`src/core/akr_pkg.sv`:
```
package akr_pkg;
	// ------------------------------------------------------------
	// Serial register map
	// ------------------------------------------------------------
	localparam logic [4:0]  AKR_ADDR_CTRL     = 5'h00; // Keying control bits
	localparam logic [4:0]  AKR_ADDR_RAMP     = 5'h01; // Amplitude scale and ramp word
	localparam logic [4:0]  AKR_ADDR_STATUS   = 5'h02; // Live ramp word, read only
	localparam int          AKR_INSTR_BITS    = 8;     // Instruction phase length
	localparam int          AKR_DATA_BITS     = 32;    // Data phase length
	localparam int          AKR_INSTR_RD_POS  = 7;     // Read flag in instruction
	// ------------------------------------------------------------
	// Control register fields
	// ------------------------------------------------------------
	localparam int          AKR_CTRL_EN_POS     = 0;   // Keying enable
	localparam int          AKR_CTRL_AUTO_POS   = 1;   // Auto ramp select
	localparam int          AKR_CTRL_GATE_POS   = 2;   // Manual pin gate enable
	localparam int          AKR_CTRL_RELOAD_POS = 3;   // Reload timer on update
	localparam logic [3:0]  AKR_CTRL_RESET      = 4'h0;
	// ------------------------------------------------------------
	// Amplitude scale and ramp register fields
	// ------------------------------------------------------------
	localparam int          AKR_RATE_LSB      = 16;    // Step interval, bits 31:16
	localparam int          AKR_RATE_W        = 16;
	localparam int          AKR_MAX_LSB       = 2;     // Maximum scale, bits 15:2
	localparam int          AKR_AMP_W         = 14;
	localparam int          AKR_STEP_LSB      = 0;     // Step size code, bits 1:0
	localparam int          AKR_STEP_W        = 2;
	localparam logic [31:0] AKR_RAMP_RESET    = 32'h0000_0000;
	// ------------------------------------------------------------
	// Timing
	// ------------------------------------------------------------
	localparam int          AKR_TICK_DIV      = 4;     // Timer runs at a quarter of the clock
endpackage : akr_pkg

```
`src/core/akr_tick_div.sv`:
```
`timescale 1ns/1ps
// Quarter-rate enable, held in reset while gated off
module akr_tick_div
	import akr_pkg::*;
(
	input  wire logic CLK_SYS,
	input  wire logic RST_B,
	input  wire logic run,
	output logic      tick
);
	// ------------------------------------------------------------
	// Divider
	// ------------------------------------------------------------
	logic [1:0] cnt_reg; // Phase within the quarter period

	// Counter frozen and cleared while stopped to save power
	always_ff @(posedge CLK_SYS or negedge RST_B) begin
		if (!RST_B) begin
			cnt_reg <= 2'h0;
			tick    <= 1'b0;
		end else if (!run) begin
			cnt_reg <= 2'h0;
			tick    <= 1'b0;
		end else begin
			cnt_reg <= cnt_reg + 2'h1;
			tick    <= (cnt_reg == 2'(AKR_TICK_DIV - 1));
		end
	end
endmodule : akr_tick_div

```
`src/core/akr_step_timer.sv`:
```
`timescale 1ns/1ps
// Step interval timer: one pulse every M ticks
module akr_step_timer #(
	parameter int W = 16
) (
	input  wire logic         CLK_SYS,
	input  wire logic         RST_B,
	input  wire logic         tick,
	input  wire logic         reload,
	input  wire logic [W-1:0] interval,
	output logic              expire
);
	// ------------------------------------------------------------
	// Down counter
	// ------------------------------------------------------------
	logic [W-1:0] cnt_reg;  // Ticks left in this interval
	logic [W-1:0] load_val; // Value that gives exactly M ticks

	// Zero interval behaves as one tick, the fastest rate
	assign load_val = (interval == '0) ? '0 : interval - W'(1);

	// Early reload wins over counting
	always_ff @(posedge CLK_SYS or negedge RST_B) begin
		if (!RST_B) begin
			cnt_reg <= '0;
			expire  <= 1'b0;
		end else if (reload) begin
			cnt_reg <= load_val;
			expire  <= 1'b0;
		end else if (tick) begin
			expire  <= (cnt_reg == '0);
			cnt_reg <= (cnt_reg == '0) ? load_val : cnt_reg - W'(1);
		end else begin
			expire  <= 1'b0;
		end
	end
endmodule : akr_step_timer

```
`src/core/akr_keying.sv`:
```
`timescale 1ns/1ps
module akr_keying
	import akr_pkg::*;
#(
	parameter int PROFILE_W = 3
) (
	input  wire logic                 CLK_SYS,
	input  wire logic                 RST_B,
	input  wire logic                 SINGLE_TONE_MODE,
	input  wire logic                 AMP_KEYING_PIN,
	input  wire logic                 IO_UPDATE,
	input  wire logic [PROFILE_W-1:0] PROFILE,
	input  wire logic                 SCLK,
	input  wire logic                 CS_B,
	input  wire logic                 SDI,
	output logic                      SDO,
	output logic [AKR_AMP_W-1:0]      AMP_RAMP_WORD,
	output logic [AKR_AMP_W-1:0]      AMP_SCALE,
	output logic                      AMP_KEY_ACTIVE
);
	// ------------------------------------------------------------
	// Pin synchronisers
	// ------------------------------------------------------------
	localparam int NSYNC = 5 + PROFILE_W;
	logic [NSYNC-1:0] pin_raw;  // Asynchronous pins gathered
	logic [NSYNC-1:0] sync1_reg; // First stage, read only by second
	logic [NSYNC-1:0] sync2_reg; // Safe to use
	logic [NSYNC-1:0] prev_reg;  // For edge detection

	assign pin_raw = {PROFILE, AMP_KEYING_PIN, IO_UPDATE, SCLK, CS_B, SDI};

	// Two flops per pin, then one more for edges
	generate
		for (genvar i = 0; i < NSYNC; i++) begin : g_sync
			always_ff @(posedge CLK_SYS or negedge RST_B) begin
				if (!RST_B) begin
					sync1_reg[i] <= 1'b0;
					sync2_reg[i] <= 1'b0;
					prev_reg[i]  <= 1'b0;
				end else begin
					sync1_reg[i] <= pin_raw[i];
					sync2_reg[i] <= sync1_reg[i];
					prev_reg[i]  <= sync2_reg[i];
				end
			end
		end
	endgenerate

	logic sdi_s, cs_b_s, sclk_rise, sclk_fall, upd_rise, key_pin, key_edge, prof_chg;
	assign sdi_s     = sync2_reg[0];
	assign cs_b_s    = sync2_reg[1];
	assign sclk_rise = sync2_reg[2] & ~prev_reg[2];
	assign sclk_fall = ~sync2_reg[2] & prev_reg[2];
	assign upd_rise  = sync2_reg[3] & ~prev_reg[3];
	assign key_pin   = sync2_reg[4];
	assign key_edge  = sync2_reg[4] ^ prev_reg[4];
	assign prof_chg  = (sync2_reg[NSYNC-1:5] != prev_reg[NSYNC-1:5]);

	// ------------------------------------------------------------
	// Serial port: 8-bit instruction, 32-bit data, MSB first
	// ------------------------------------------------------------
	logic [5:0]  bit_cnt_reg;  // Bits received in this frame
	logic [7:0]  instr_reg;    // Read flag and address
	logic [31:0] shin_reg;     // Write data shift register
	logic [31:0] shout_reg;    // Read data shift register
	logic [3:0]  ctrl_buf_reg; // Written control, not yet applied
	logic [31:0] ramp_buf_reg; // Written ramp word, not yet applied
	logic        wr_done;      // Last data bit of a write
	logic        instr_done;   // Last instruction bit

	assign instr_done = sclk_rise && !cs_b_s && (bit_cnt_reg == 6'(AKR_INSTR_BITS - 1));
	assign wr_done    = sclk_rise && !cs_b_s && !instr_reg[AKR_INSTR_RD_POS]
	                    && (bit_cnt_reg == 6'(AKR_INSTR_BITS + AKR_DATA_BITS - 1));

	// Read data mux, unmapped addresses read zero
	function automatic logic [31:0] rd_mux(input logic [4:0] a, input logic [3:0] c,
	                                       input logic [31:0] r, input logic [13:0] w);
		logic [31:0] v;
		v = 32'h0000_0000;
		unique case (a)
			AKR_ADDR_CTRL:   v = {28'h0000000, c};
			AKR_ADDR_RAMP:   v = r;
			AKR_ADDR_STATUS: v = {18'h00000, w};
			default:         v = 32'h0000_0000;
		endcase
		return v;
	endfunction : rd_mux

	// Bit counter and instruction capture; frame ends on chip select high
	always_ff @(posedge CLK_SYS or negedge RST_B) begin
		if (!RST_B) begin
			bit_cnt_reg <= 6'h00;
			instr_reg   <= 8'h00;
			shin_reg    <= 32'h0000_0000;
		end else if (cs_b_s) begin
			bit_cnt_reg <= 6'h00;
		end else if (sclk_rise) begin
			if (bit_cnt_reg < 6'(AKR_INSTR_BITS)) begin
				instr_reg <= {instr_reg[6:0], sdi_s};
			end else begin
				shin_reg <= {shin_reg[30:0], sdi_s};
			end
			if (bit_cnt_reg != 6'h3F) begin
				bit_cnt_reg <= bit_cnt_reg + 6'h01;
			end
		end
	end

	// Read shifter loads after instruction, shifts on falling edge
	always_ff @(posedge CLK_SYS or negedge RST_B) begin
		if (!RST_B) begin
			shout_reg <= 32'h0000_0000;
			SDO       <= 1'b0;
		end else if (instr_done) begin
			shout_reg <= rd_mux({instr_reg[3:0], sdi_s}, ctrl_buf_reg, ramp_buf_reg, AMP_RAMP_WORD);
		end else if (sclk_fall && !cs_b_s && instr_reg[AKR_INSTR_RD_POS]
		             && bit_cnt_reg >= 6'(AKR_INSTR_BITS)) begin
			SDO       <= shout_reg[31];
			shout_reg <= {shout_reg[30:0], 1'b0};
		end else if (cs_b_s) begin
			SDO <= 1'b0;
		end
	end

	// Buffered registers: writes land here only
	always_ff @(posedge CLK_SYS or negedge RST_B) begin
		if (!RST_B) begin
			ctrl_buf_reg <= AKR_CTRL_RESET;
			ramp_buf_reg <= AKR_RAMP_RESET;
		end else if (wr_done) begin
			if (instr_reg[4:0] == AKR_ADDR_CTRL) begin
				ctrl_buf_reg <= {shin_reg[2:0], sdi_s};
			end else if (instr_reg[4:0] == AKR_ADDR_RAMP) begin
				ramp_buf_reg <= {shin_reg[30:0], sdi_s};
			end
		end
	end

	// ------------------------------------------------------------
	// Active registers, applied on update or profile change
	// ------------------------------------------------------------
	logic                  load_active; // Update edge or profile change
	logic [3:0]            ctrl_act_reg;
	logic [31:0]           ramp_act_reg;
	logic                  en_act, auto_act, gate_act, reload_act;
	logic [AKR_RATE_W-1:0] rate_act;
	logic [AKR_AMP_W-1:0]  max_act;
	logic [AKR_STEP_W-1:0] step_code;

	assign load_active = upd_rise | prof_chg;

	// Transfer buffered values into the working logic
	always_ff @(posedge CLK_SYS or negedge RST_B) begin
		if (!RST_B) begin
			ctrl_act_reg <= AKR_CTRL_RESET;
			ramp_act_reg <= AKR_RAMP_RESET;
		end else if (load_active) begin
			ctrl_act_reg <= ctrl_buf_reg;
			ramp_act_reg <= ramp_buf_reg;
		end
	end

	// Keying only matters in single-tone mode
	assign en_act     = ctrl_act_reg[AKR_CTRL_EN_POS] & SINGLE_TONE_MODE;
	assign auto_act   = ctrl_act_reg[AKR_CTRL_AUTO_POS];
	assign gate_act   = ctrl_act_reg[AKR_CTRL_GATE_POS];
	assign reload_act = ctrl_act_reg[AKR_CTRL_RELOAD_POS];
	assign rate_act   = ramp_act_reg[AKR_RATE_LSB +: AKR_RATE_W];
	assign max_act    = ramp_act_reg[AKR_MAX_LSB +: AKR_AMP_W];
	assign step_code  = ramp_act_reg[AKR_STEP_LSB +: AKR_STEP_W];

	// ------------------------------------------------------------
	// Step timing
	// ------------------------------------------------------------
	logic tick;        // Quarter-rate enable
	logic step_pulse;  // Timer expiry
	logic timer_rel;   // Early reload request
	logic auto_rise;   // Auto bit goes 0 to 1 on this update
	logic tick_run;    // Tick seen only while enabled
	logic [AKR_RATE_W-1:0] rate_load; // Interval taken by a load

	assign auto_rise = load_active & ~auto_act & ctrl_buf_reg[AKR_CTRL_AUTO_POS];
	assign timer_rel = auto_rise
	                   | (key_edge & en_act)
	                   | (load_active & reload_act);

	// A tick launched just before disable would otherwise fire one stray step
	assign tick_run  = tick & en_act;
	// A reload made by the update itself must use the interval that update applies
	assign rate_load = load_active ? ramp_buf_reg[AKR_RATE_LSB +: AKR_RATE_W] : rate_act;

	// Clocks stopped whenever keying is off
	akr_tick_div u_div (
		.CLK_SYS (CLK_SYS),
		.RST_B   (RST_B),
		.run     (en_act),
		.tick    (tick)
	);

	// Self-reloading interval timer, M ticks of four clocks
	akr_step_timer #(
		.W (AKR_RATE_W)
	) u_timer (
		.CLK_SYS  (CLK_SYS),
		.RST_B    (RST_B),
		.tick     (tick_run),
		.reload   (timer_rel),
		.interval (rate_load),
		.expire   (step_pulse)
	);

	// ------------------------------------------------------------
	// Amplitude ramp
	// ------------------------------------------------------------
	logic [AKR_AMP_W-1:0] step_amt;   // Decoded step size
	logic [AKR_AMP_W:0]   up_sum;     // Extra bit catches overflow
	logic [AKR_AMP_W-1:0] ramp_next;

	// Step code to LSB weight
	function automatic logic [AKR_AMP_W-1:0] step_decode(input logic [1:0] c);
		return AKR_AMP_W'(1) << c;
	endfunction : step_decode

	assign step_amt = step_decode(step_code);
	assign up_sum   = {1'b0, AMP_RAMP_WORD} + {1'b0, step_amt};

	// Next ramp value, clamped at both ends
	always_comb begin
		ramp_next = AMP_RAMP_WORD;
		if (!en_act || !auto_act) begin
			ramp_next = '0;
		end else if (AMP_RAMP_WORD > max_act) begin
			ramp_next = max_act;
		end else if (step_pulse) begin
			if (key_pin) begin
				ramp_next = (up_sum > {1'b0, max_act}) ? max_act : up_sum[AKR_AMP_W-1:0];
			end else begin
				ramp_next = (AMP_RAMP_WORD < step_amt) ? '0 : AMP_RAMP_WORD - step_amt;
			end
		end
	end

	// Ramp word register, zero out of reset
	always_ff @(posedge CLK_SYS or negedge RST_B) begin
		if (!RST_B) begin
			AMP_RAMP_WORD <= '0;
		end else begin
			AMP_RAMP_WORD <= ramp_next;
		end
	end

	// Scale word: manual uses the field, auto uses the ramp
	always_ff @(posedge CLK_SYS or negedge RST_B) begin
		if (!RST_B) begin
			AMP_SCALE      <= '0;
			AMP_KEY_ACTIVE <= 1'b0;
		end else begin
			AMP_KEY_ACTIVE <= en_act;
			if (!en_act) begin
				AMP_SCALE <= '0;
			end else if (auto_act) begin
				AMP_SCALE <= ramp_next;
			end else if (gate_act && !key_pin) begin
				AMP_SCALE <= '0;
			end else begin
				AMP_SCALE <= max_act;
			end
		end
	end

	// ------------------------------------------------------------
	// Assertions
	// ------------------------------------------------------------
	AST_OFF_ZERO: assert property (@(posedge CLK_SYS) disable iff (!RST_B)
		!en_act |=> (AMP_RAMP_WORD == '0) && (AMP_SCALE == '0))
		else $error("ramp word not zero while keying off");
	AST_MANUAL_ZERO: assert property (@(posedge CLK_SYS) disable iff (!RST_B)
		(en_act && !auto_act) |=> (AMP_RAMP_WORD == '0))
		else $error("ramp word not zero in manual mode");
	AST_NO_TICK_OFF: assert property (@(posedge CLK_SYS) disable iff (!RST_B)
		!en_act [*2] |-> !tick && !step_pulse)
		else $error("keying clocks run while disabled");
	AST_GATE: assert property (@(posedge CLK_SYS) disable iff (!RST_B)
		(en_act && !auto_act && gate_act && !key_pin) |=> (AMP_SCALE == '0))
		else $error("pin gate failed to force zero");
	AST_MANUAL_SCALE: assert property (@(posedge CLK_SYS) disable iff (!RST_B)
		(en_act && !auto_act && (!gate_act || key_pin)) |=> (AMP_SCALE == $past(max_act)))
		else $error("manual scale not the programmed factor");
	AST_NOT_ABOVE: assert property (@(posedge CLK_SYS) disable iff (!RST_B)
		(en_act && auto_act && step_pulse) |=> (AMP_RAMP_WORD <= $past(max_act)))
		else $error("ramp above maximum");
	AST_STEP_UP: assert property (@(posedge CLK_SYS) disable iff (!RST_B)
		(en_act && auto_act && step_pulse && key_pin && up_sum <= {1'b0, max_act})
		|=> (AMP_RAMP_WORD == $past(AMP_RAMP_WORD) + $past(step_amt)))
		else $error("upward step wrong");
	AST_STEP_DOWN: assert property (@(posedge CLK_SYS) disable iff (!RST_B)
		(en_act && auto_act && step_pulse && !key_pin && AMP_RAMP_WORD <= max_act)
		|=> (AMP_RAMP_WORD == (($past(AMP_RAMP_WORD) < $past(step_amt)) ? '0
		                       : $past(AMP_RAMP_WORD) - $past(step_amt))))
		else $error("downward step wrong");
	AST_QUARTER: assert property (@(posedge CLK_SYS) disable iff (!RST_B)
		step_pulse |=> !step_pulse [*3])
		else $error("steps closer than four clocks");
	AST_PIN_RELOAD: assert property (@(posedge CLK_SYS) disable iff (!RST_B)
		(key_edge && en_act && rate_act >= 16'h0002 && !load_active) |=> !step_pulse [*5])
		else $error("pin change did not restart interval");
	AST_APPLY: assert property (@(posedge CLK_SYS) disable iff (!RST_B)
		!load_active |=> $stable(ctrl_act_reg) && $stable(ramp_act_reg))
		else $error("active values changed without update");
	AST_SINGLE_TONE: assert property (@(posedge CLK_SYS) disable iff (!RST_B)
		!SINGLE_TONE_MODE |=> !AMP_KEY_ACTIVE)
		else $error("keying active outside single tone");
	AST_AUTO_RELOAD: assert property (@(posedge CLK_SYS) disable iff (!RST_B)
		(auto_rise && rate_load >= 16'h0002) |=> !step_pulse [*5])
		else $error("auto select rise did not restart interval");
	AST_UPD_RELOAD: assert property (@(posedge CLK_SYS) disable iff (!RST_B)
		(load_active && reload_act && rate_load >= 16'h0002) |=> !step_pulse [*5])
		else $error("update did not restart interval");
	AST_CLAMP_ZERO: assert property (@(posedge CLK_SYS) disable iff (!RST_B)
		(en_act && auto_act && step_pulse && !key_pin && AMP_RAMP_WORD <= max_act && AMP_RAMP_WORD < step_amt)
		|=> (AMP_RAMP_WORD == '0))
		else $error("downward ramp did not stop at zero");
	AST_AUTO_SCALE: assert property (@(posedge CLK_SYS) disable iff (!RST_B)
		(en_act && auto_act) |=> (AMP_SCALE == AMP_RAMP_WORD))
		else $error("applied scale differs from ramp word");
endmodule : akr_keying

```
`config.mk`:
```
export PLATFORM = sky130hd
export DESIGN_NAME = akr_keying
export DESIGN_NICKNAME = d
export VERILOG_FILES = /design/src/core/akr_pkg.sv /design/src/core/akr_tick_div.sv /design/src/core/akr_step_timer.sv /design/src/core/akr_keying.sv
export SDC_FILE = /design/constraint.sdc
export NUM_CORES = 1
export LEC_CHECK = 0
export ABC_AREA = 0
export BUFFER_PORTS_ARGS = -buffer_cell sky130_fd_sc_hd__buf_2
export CELL_PAD_IN_SITES_DETAIL_PLACEMENT = 1
export CELL_PAD_IN_SITES_GLOBAL_PLACEMENT = 1
export CORE_MARGIN = 8
export CORE_UTILIZATION = 50
export CTS_CLUSTER_DIAMETER = 150
export DETAILED_ROUTE_END_ITERATION = 12
export PLACE_DENSITY = 0.78
export SLEW_MARGIN = 20
export SYNTH_ARGS = -nofsm -noshare
export SYNTH_HDL_FRONTEND = slang
export SYNTH_SLANG_ARGS = --single-unit
```
`constraint.sdc`:
```
create_clock -name CLK_SYS -period 5.45 [get_ports CLK_SYS]
set_clock_uncertainty 0.2 [all_clocks]
set_input_delay 0.2725 -clock CLK_SYS [delete_from_list [all_inputs] [get_ports CLK_SYS]]
set_output_delay 0.2725 -clock CLK_SYS [all_outputs]
set_load 0.05 [all_outputs]
```
==> results of run 1 <==
[layout make-up]
cell class / count / area (sq um) / area share (%)
well taps: 285 / 356.6 / 2.746
clock inverters: 17 / 241.5 / 1.860
clock buffers: 30 / 685.7 / 5.281
multi-input cells: 805 / 5548 / 42.73
repair buffers: 70 / 460.4 / 3.546
inverters: 43 / 161.4 / 1.243
flip-flops and latches: 221 / 5530 / 42.59
[final timing paths]
kind	endpoint	slack (ns)	cells past startpoint
max reg2reg	AMP_SCALE[6]	0.51	16
min in group asynchronous	sync1_reg[1]	0.23	2
max	AMP_SCALE[6]	0.51	16
min reg2reg	key_pin	0.14	0
min	key_pin	0.14	0
max in group asynchronous	ramp_act_reg[18]	3.61	3
[per-layer routing]
layer	vias up	wire length [um]	track usage (%)
met5	-	11	0
met2	256	15760	38.64
li1	4179	-	-
met4	2	824	6.871
met1	4748	15200	33.05
met3	70	2036	4.561
[critical path, stage by stage (launching register included)]
cell      delay, ns
dfrtp_1        0.42
nor2_1         0.16
ha_1           0.18
inv_1          0.06
fa_1           0.39
nor3_1         0.36
o31ai_2        0.19
nor2_1         0.17
xor2_1         0.24
ha_1           0.31
a21o_1         0.19
a211oi_1       0.35
o22ai_1        0.26
o21a_1         0.28
o21a_1         0.24
or4b_1         0.49
a221o_1        0.33
[power breakdown]
group	internal, mW	leakage [nW]	switching [mW]
Clock	1.14	0.459	0.721
Combinational	0.0556	2.80	0.102
Sequential	1.67	3.02	0.0307
[cells by family after synthesis]
group,synth area share [%]
buffers and inverters,3.516
AOI/OAI and AO/OA,15.69
muxes,10.21
adders and majority gates,4.935
xor gates and xnor gates,2.675
and+or+nand+nor,14.72
DFF,48.26
[synth_stat cells (4+ instances only)]
cell type,count
buf_1,6
o32ai_1,4
clkbuf_1,47
nand2b_1,10
nand4_1,13
o21ai_0,64
dfrtp_1,221
a221oi_1,5
a21o_1,8
buf_2,4
nor2b_1,9
nor3_1,30
mux2i_1,28
o221ai_1,4
a21boi_0,4
or3_1,12
o211ai_1,8
a22oi_1,22
nand3_1,31
o22ai_1,7
mux2_2,79
a22o_1,19
xor2_1,18
inv_1,43
o31ai_1,4
or4_1,8
a31oi_1,5
xnor2_1,17
ha_1,42
o31a_1,6
nand2_1,136
and3_1,8
a21oi_1,45
nor4_1,16
o21ai_1,11
o21a_1,8
a211oi_1,10
nor2_1,62
a311oi_1,4
[repair_timing]
action,CTS,global route
endpoints found under the hold margin,137,0
hold buffers,10,0
buffers inserted,0,0
==> out/qor.txt, run 1 <==
Non-Filler Instances -> 1,471
Synthesized area per cell -> 10.16 sq um
Setup WS pre-CTS -> 0.6020 ns
Synth top area cells -> dfrtp_1 48%, mux2_2 7.8%, ha_1 4.6%
Fin. max-slew vios -> 0
Sink Count -> 221
Root buffer cell -> clkbuf_16
Vias -> 9,255
CTS tree -> built
Pwr Density -> 287.1 nW/um^2
Worst r2r src -> ramp_act_reg[1]
Resized cells post-CTS -> 0
GRT Resource Usage Total -> 24.16%
WL final -> 33,830 um
GRT overflow -> 0
Worst slew pin tran -> 1.115 ns
Post-synth cell types -> 72
CP required -> 5.67 ns
Fmax -> 0.2026 GHz
Most frequent cells in the layout -> 221 x dfrtp_1, 136 x nand2_1, 79 x mux2_2
Hold_sp -> sync1_reg[4]
P&R area growth vs syn -> 13.30%
Number of I/O pins -> 41
Minimum clock period -> 4.937 ns
Ant. Diodes -> 0
H-Tree Depth -> 1
Die Area -> 28,020 sq um
Design Area, Final -> 12,980 sq um
Outcome -> completed
Row cnt -> 55
Setup violations, final -> 0
Ys Warns -> 0
Die Height -> 167.4 um
Antenna violations before repair -> 1
Wire length per cell -> 23.00 um
Crit end category -> register
Clk Latency, worst-skew pair -> 0.55 ns
Peak supply drop -> 0.0002817 V
Worst rel slew slack -> 25.52%
Initial core utilization -> 50.77%
PortBufs -> 40
First-pass GRT wire length -> 55,030 um
Antenna viol nets, final -> 0
Primary FF master, synth -> dfrtp_1
Worst hold margin -> 0.1430 ns
Yosys reg bits -> 221
Vias in the first global route -> 9,778
Ys async rst share -> 100.0%
Largest net degree at the start of global routing -> 129
RSZ-0062 raised after global routing -> false
Top-area cell type share of the netlist area -> 48.26%
Share of cells above drive strength 1 -> 16.86%
Most common cell after layout, fill and taps aside -> dfrtp_1
Clk slew on worst S/H paths -> 0.06 ns
Placed cell count -> 1,414
Leak pwr -> 6.275 nW
GPL Wtd Cong -> 0.8949
Leading area contributor after synthesis -> dfrtp_1
Initial DRC Count -> 760
Tightest Hold Check Type -> reg -> reg
Crit share post-route -> 90.59%
CP arrival -> 5.15 ns
Post-synth EDFFs -> 0
Final net count -> 1,222
CTS buffer count -> 26
Design Power -> 3.727 mW
Register area share after synthesis -> 48.26%
Fin. Hold Viols -> 0
Post-Route Utilization -> 57.52%
CP Launch Point -> ramp_act_reg[1]
Drt via density -> 6.292
Die Width -> 167.4 um
Detailed placer's ending HPWL -> 22,670 um
Worst Setup Slack, final -> 0.5130 ns
Clock Path Buffers -> 3
Syn Inst Count -> 1,128
Filler cells -> 2,452
Synthesized area -> 11,460 sq um
CP Class -> reg -> reg
Setup_tns -> 0 ns
Core Area -> 22,570 sq um
Synthesized Nets -> 1,183
Crit start category -> register
Pre-Repair DR Iteration Count -> 5
Crit-path max FO -> 7
Max_cap viols -> 0
Post-Place Cell Area -> 11,950 sq um
DRC -> 0
Power figures use the tool's default switching activity.
==> run 2, diff against run 1 <==
--- a/config.mk
+++ b/config.mk
@@ -10,10 +10,10 @@
 export CELL_PAD_IN_SITES_DETAIL_PLACEMENT = 1
 export CELL_PAD_IN_SITES_GLOBAL_PLACEMENT = 1
 export CORE_MARGIN = 8
-export CORE_UTILIZATION = 50
+export CORE_UTILIZATION = 52
 export CTS_CLUSTER_DIAMETER = 150
 export DETAILED_ROUTE_END_ITERATION = 12
-export PLACE_DENSITY = 0.78
+export PLACE_DENSITY = 0.8
 export SLEW_MARGIN = 20
 export SYNTH_ARGS = -nofsm -noshare
 export SYNTH_HDL_FRONTEND = slang
==> constraint.sdc (replaced) <==
create_clock -name CLK_SYS -period 5.8 [get_ports CLK_SYS]
set_clock_uncertainty 0.2 [all_clocks]
set_input_delay 0.29 -clock CLK_SYS [delete_from_list [all_inputs] [get_ports CLK_SYS]]
set_output_delay 0.29 -clock CLK_SYS [all_outputs]
set_load 0.05 [all_outputs]
==> run 2 against run 1 <==
Compared with the run above:
- utilization grew 2.2 points
- die area shrank 3.5%
- first-iteration DRC count shrank 4.5%
- global-route usage grew 1.2 points
- sequential power shrank 6%
- wire length shrank 1.5%
- non-clock buffer count shrank 2
- critical path type unchanged
- largest cell class unchanged
==> out/qor.txt, run 2 (synthesis results as in run 1) <==
Max incr delay on CP -> 0.47 ns (was 0.49 ns)
Crit end category -> register (unchanged)
Root buffer cell -> clkbuf_16 (unchanged)
Sequential Power Share -> 45.1% (was 45.7%)
H-Tree Depth -> 1 (unchanged)
Max_cap viols -> 0 (unchanged)
Setup violations, final -> 0 (unchanged)
Sink Count -> 221 (unchanged)
Antenna violations before repair -> 1 (unchanged)
Outcome -> completed (unchanged)
Fin. max-slew vios -> 0 (unchanged)
Die Height -> 164.5 um (was 167.4 um)
Setup_tns -> 0 ns (unchanged)
Die Area -> 27,040 sq um (was 28,020 sq um)
WL final -> 33,310 um (was 33,830 um)
GRT Resource Usage Total -> 25.35% (was 24.16%)
Setup repair bufs after CTS -> 0 (unchanged)
Number of I/O pins -> 41 (unchanged)
CP required -> 6.00 ns (was 5.67 ns)
Internal reg-to-reg setup slack -> 0.91 ns (was 0.51 ns)
Clk Latency, worst-skew pair -> 0.53 ns (was 0.55 ns)
Most frequent cells in the layout -> 221 x dfrtp_1, 136 x nand2_1, 79 x mux2_2 (unchanged)
Worst rel slew slack -> 28.87% (was 25.52%)
Vias in the first global route -> 9,873 (was 9,778)
Final net count -> 1,219 (was 1,222)
Antenna viol nets, final -> 0 (unchanged)
RSZ-0062 raised after global routing -> false (unchanged)
Total internal power -> 2.782 mW (was 2.874 mW)
GPL Wtd Cong -> 0.9328 (was 0.8949)
PortBufs -> 40 (unchanged)
Die Width -> 164.5 um (was 167.4 um)
Pwr Density -> 273.6 nW/um^2 (was 287.1 nW/um^2)
Crit share post-route -> 84.29% (was 90.59%)
Tightest Hold Check Type -> reg -> reg (unchanged)
CTS buffer count -> 25 (was 26)
Peak supply drop -> 0.0002361 V (was 0.0002817 V)
Worst Hold Path EP -> cs_b_s (was key_pin)
Vias -> 9,123 (was 9,255)
First-pass GRT wire length -> 54,550 um (was 55,030 um)
Detailed placer's ending HPWL -> 22,760 um (was 22,670 um)
Worst R2R End -> AMP_SCALE[6] (unchanged)
Worst r2r path cells -> 16 (unchanged)
Crit start category -> register (unchanged)
Initial DRC Count -> 726 (was 760)
Worst Setup Slack, final -> 0.9112 ns (was 0.5130 ns)
Core Area -> 21,760 sq um (was 22,570 sq um)
Placed cell count -> 1,407 (was 1,414)
Hold path cells -> 0 (unchanged)
CP arrival -> 5.09 ns (was 5.15 ns)
Drt via density -> 6.236 (was 6.292)
Filler cells -> 2,385 (was 2,452)
Clk slew on worst S/H paths -> 0.06 ns (about the same)
Fin. Hold Viols -> 0 (unchanged)
Hold_sp -> sync1_reg[1] (was sync1_reg[4])
Initial core utilization -> 52.67% (was 50.77%)
Pre-Repair DR Iteration Count -> 6 (was 5)
Minimum clock period -> 4.889 ns (was 4.937 ns)
Clock power frac -> 50.7% (was 50.0%)
P_sw -> 0.7736 mW (was 0.8534 mW)
Largest net degree at the start of global routing -> 121 (was 129)
CP Class -> reg -> reg (unchanged)
Non-Filler Instances -> 1,463 (was 1,471)
Crit-path max FO -> 7 (unchanged)
Row cnt -> 54 (was 55)
GRT overflow -> 0 (unchanged)
Cell chain of the critical path -> nor2_1 > ha_1 > inv_1 > fa_1 > nor3_1 > o31ai_2 > nor2_1 > xor2_1 > ha_1 > a21o_1 > a211oi_1 > o211ai_2 > o21a_1 > o21a_1 > or4b_1 > a221o_1 (was nor2_1 > ha_1 > inv_1 > fa_1 > nor3_1 > o31ai_2 > nor2_1 > xor2_1 > ha_1 > a21o_1 > a211oi_1 > o22ai_1 > o21a_1 > o21a_1 > or4b_1 > a221o_1)
CP max-delay cell -> or4b_1 (unchanged)
Setup WS pre-CTS -> 0.9606 ns (was 0.6020 ns)
Design Power -> 3.556 mW (was 3.727 mW)
Worst r2r src -> ramp_act_reg[0] (was ramp_act_reg[1])
Worst slew pin tran -> 1.065 ns (was 1.115 ns)
Share of cells above drive strength 1 -> 16.67% (was 16.86%)
Leak pwr -> 6.273 nW (was 6.275 nW)
Combinational fraction of design power -> 4.1% (was 4.2%)
Net Sw Frac -> 21.76% (was 22.90%)
Most common cell after layout, fill and taps aside -> dfrtp_1 (unchanged)
Fmax -> 0.2046 GHz (was 0.2026 GHz)
CTS tree -> built (unchanged)
DRC -> 0 (unchanged)
Clock Path Buffers -> 3 (unchanged)
P&R area growth vs syn -> 13.39% (was 13.30%)
Wire length per cell -> 22.77 um (was 23.00 um)
## run 2: layer usage
metal  wire length (um)  part of all wire [%]  global-route usage (%)  up-vias
met5                  0                     0                       0        -
met4                698                   2.1                   7.043        0
met3               2055                   6.2                   4.287       60
met2              15740                    47                   41.04      250
met1              14820                    44                   34.71     4644
li1                   -                     -                       -     4169
## run 2: what timing repair did
| item | 4_1_cts | 5_1_grt |
|---|---|---|
| hold buffers | 10 | 0 |
| hold endpoints to repair | 128 | 0 |
| resized for setup | 0 | 0 |
## run 2: worst max-delay path, delay by kind of cell (launching register included)
| kind | cells | cell delay, ns |
|---|---|---|
| adders and majority gates | 3 | 0.91 |
| and+or+nand+nor | 4 | 1.16 |
| buffers and inverters | 1 | 0.05 |
| AOI/OAI and AO/OA | 7 | 1.81 |
| xor gates and xnor gates | 1 | 0.22 |
| DFF | 1 | 0.41 |
## run 2: power groups by stage
stage	clock network (mW)	logic (mW)	registers, mW
finish	1.80	0.147	1.60
global route	1.90	0.166	1.61
CTS	1.83	0.150	1.61
detailed placement	0	0.144	1.63
global placement	0	0.139	1.63
floorplan	0	0.0854	1.62
## run 2: final cells by class
cell class	count	area, sq um	share of cell area (%)
multi-input cells	805	5553	42.73
flip-flops and latches	221	5530	42.56
clock buffers	34	739.5	5.691
repair buffers	68	445.4	3.428
well taps	280	350.3	2.696
clock inverters	11	211.5	1.627
inverters	43	161.4	1.242
diodes	1	2.502	0.01926
## run 2: worst max-delay path by stage
| stage | slack, ns | end | cells after the start | startpoint |
|---|---|---|---|---|
| global placement | 1.12 | AMP_SCALE[6] | 16 | ramp_act_reg[0] |
| detailed placement | 0.96 | AMP_SCALE[6] | 16 | ramp_act_reg[0] |
| finish | 0.91 | AMP_SCALE[6] | 16 | ramp_act_reg[0] |
| global route | 0.70 | AMP_SCALE[4] | 16 | ramp_act_reg[0] |
| CTS | 0.94 | AMP_SCALE[6] | 16 | ramp_act_reg[0] |
| floorplan | 1.26 | AMP_SCALE[6] | 14 | AMP_RAMP_WORD[1] |
## run 2: through the flow
stage	instance area, sq um	hold WS [ns]	utilization, %
floorplan	11460	-0.2056	-
global placement	11920	0.1326	54.81
detailed placement	11930	0.1363	54.83
CTS	12980	0.1496	59.66
global route	12990	0.1630	59.73
finish	12990	0.1484	59.73
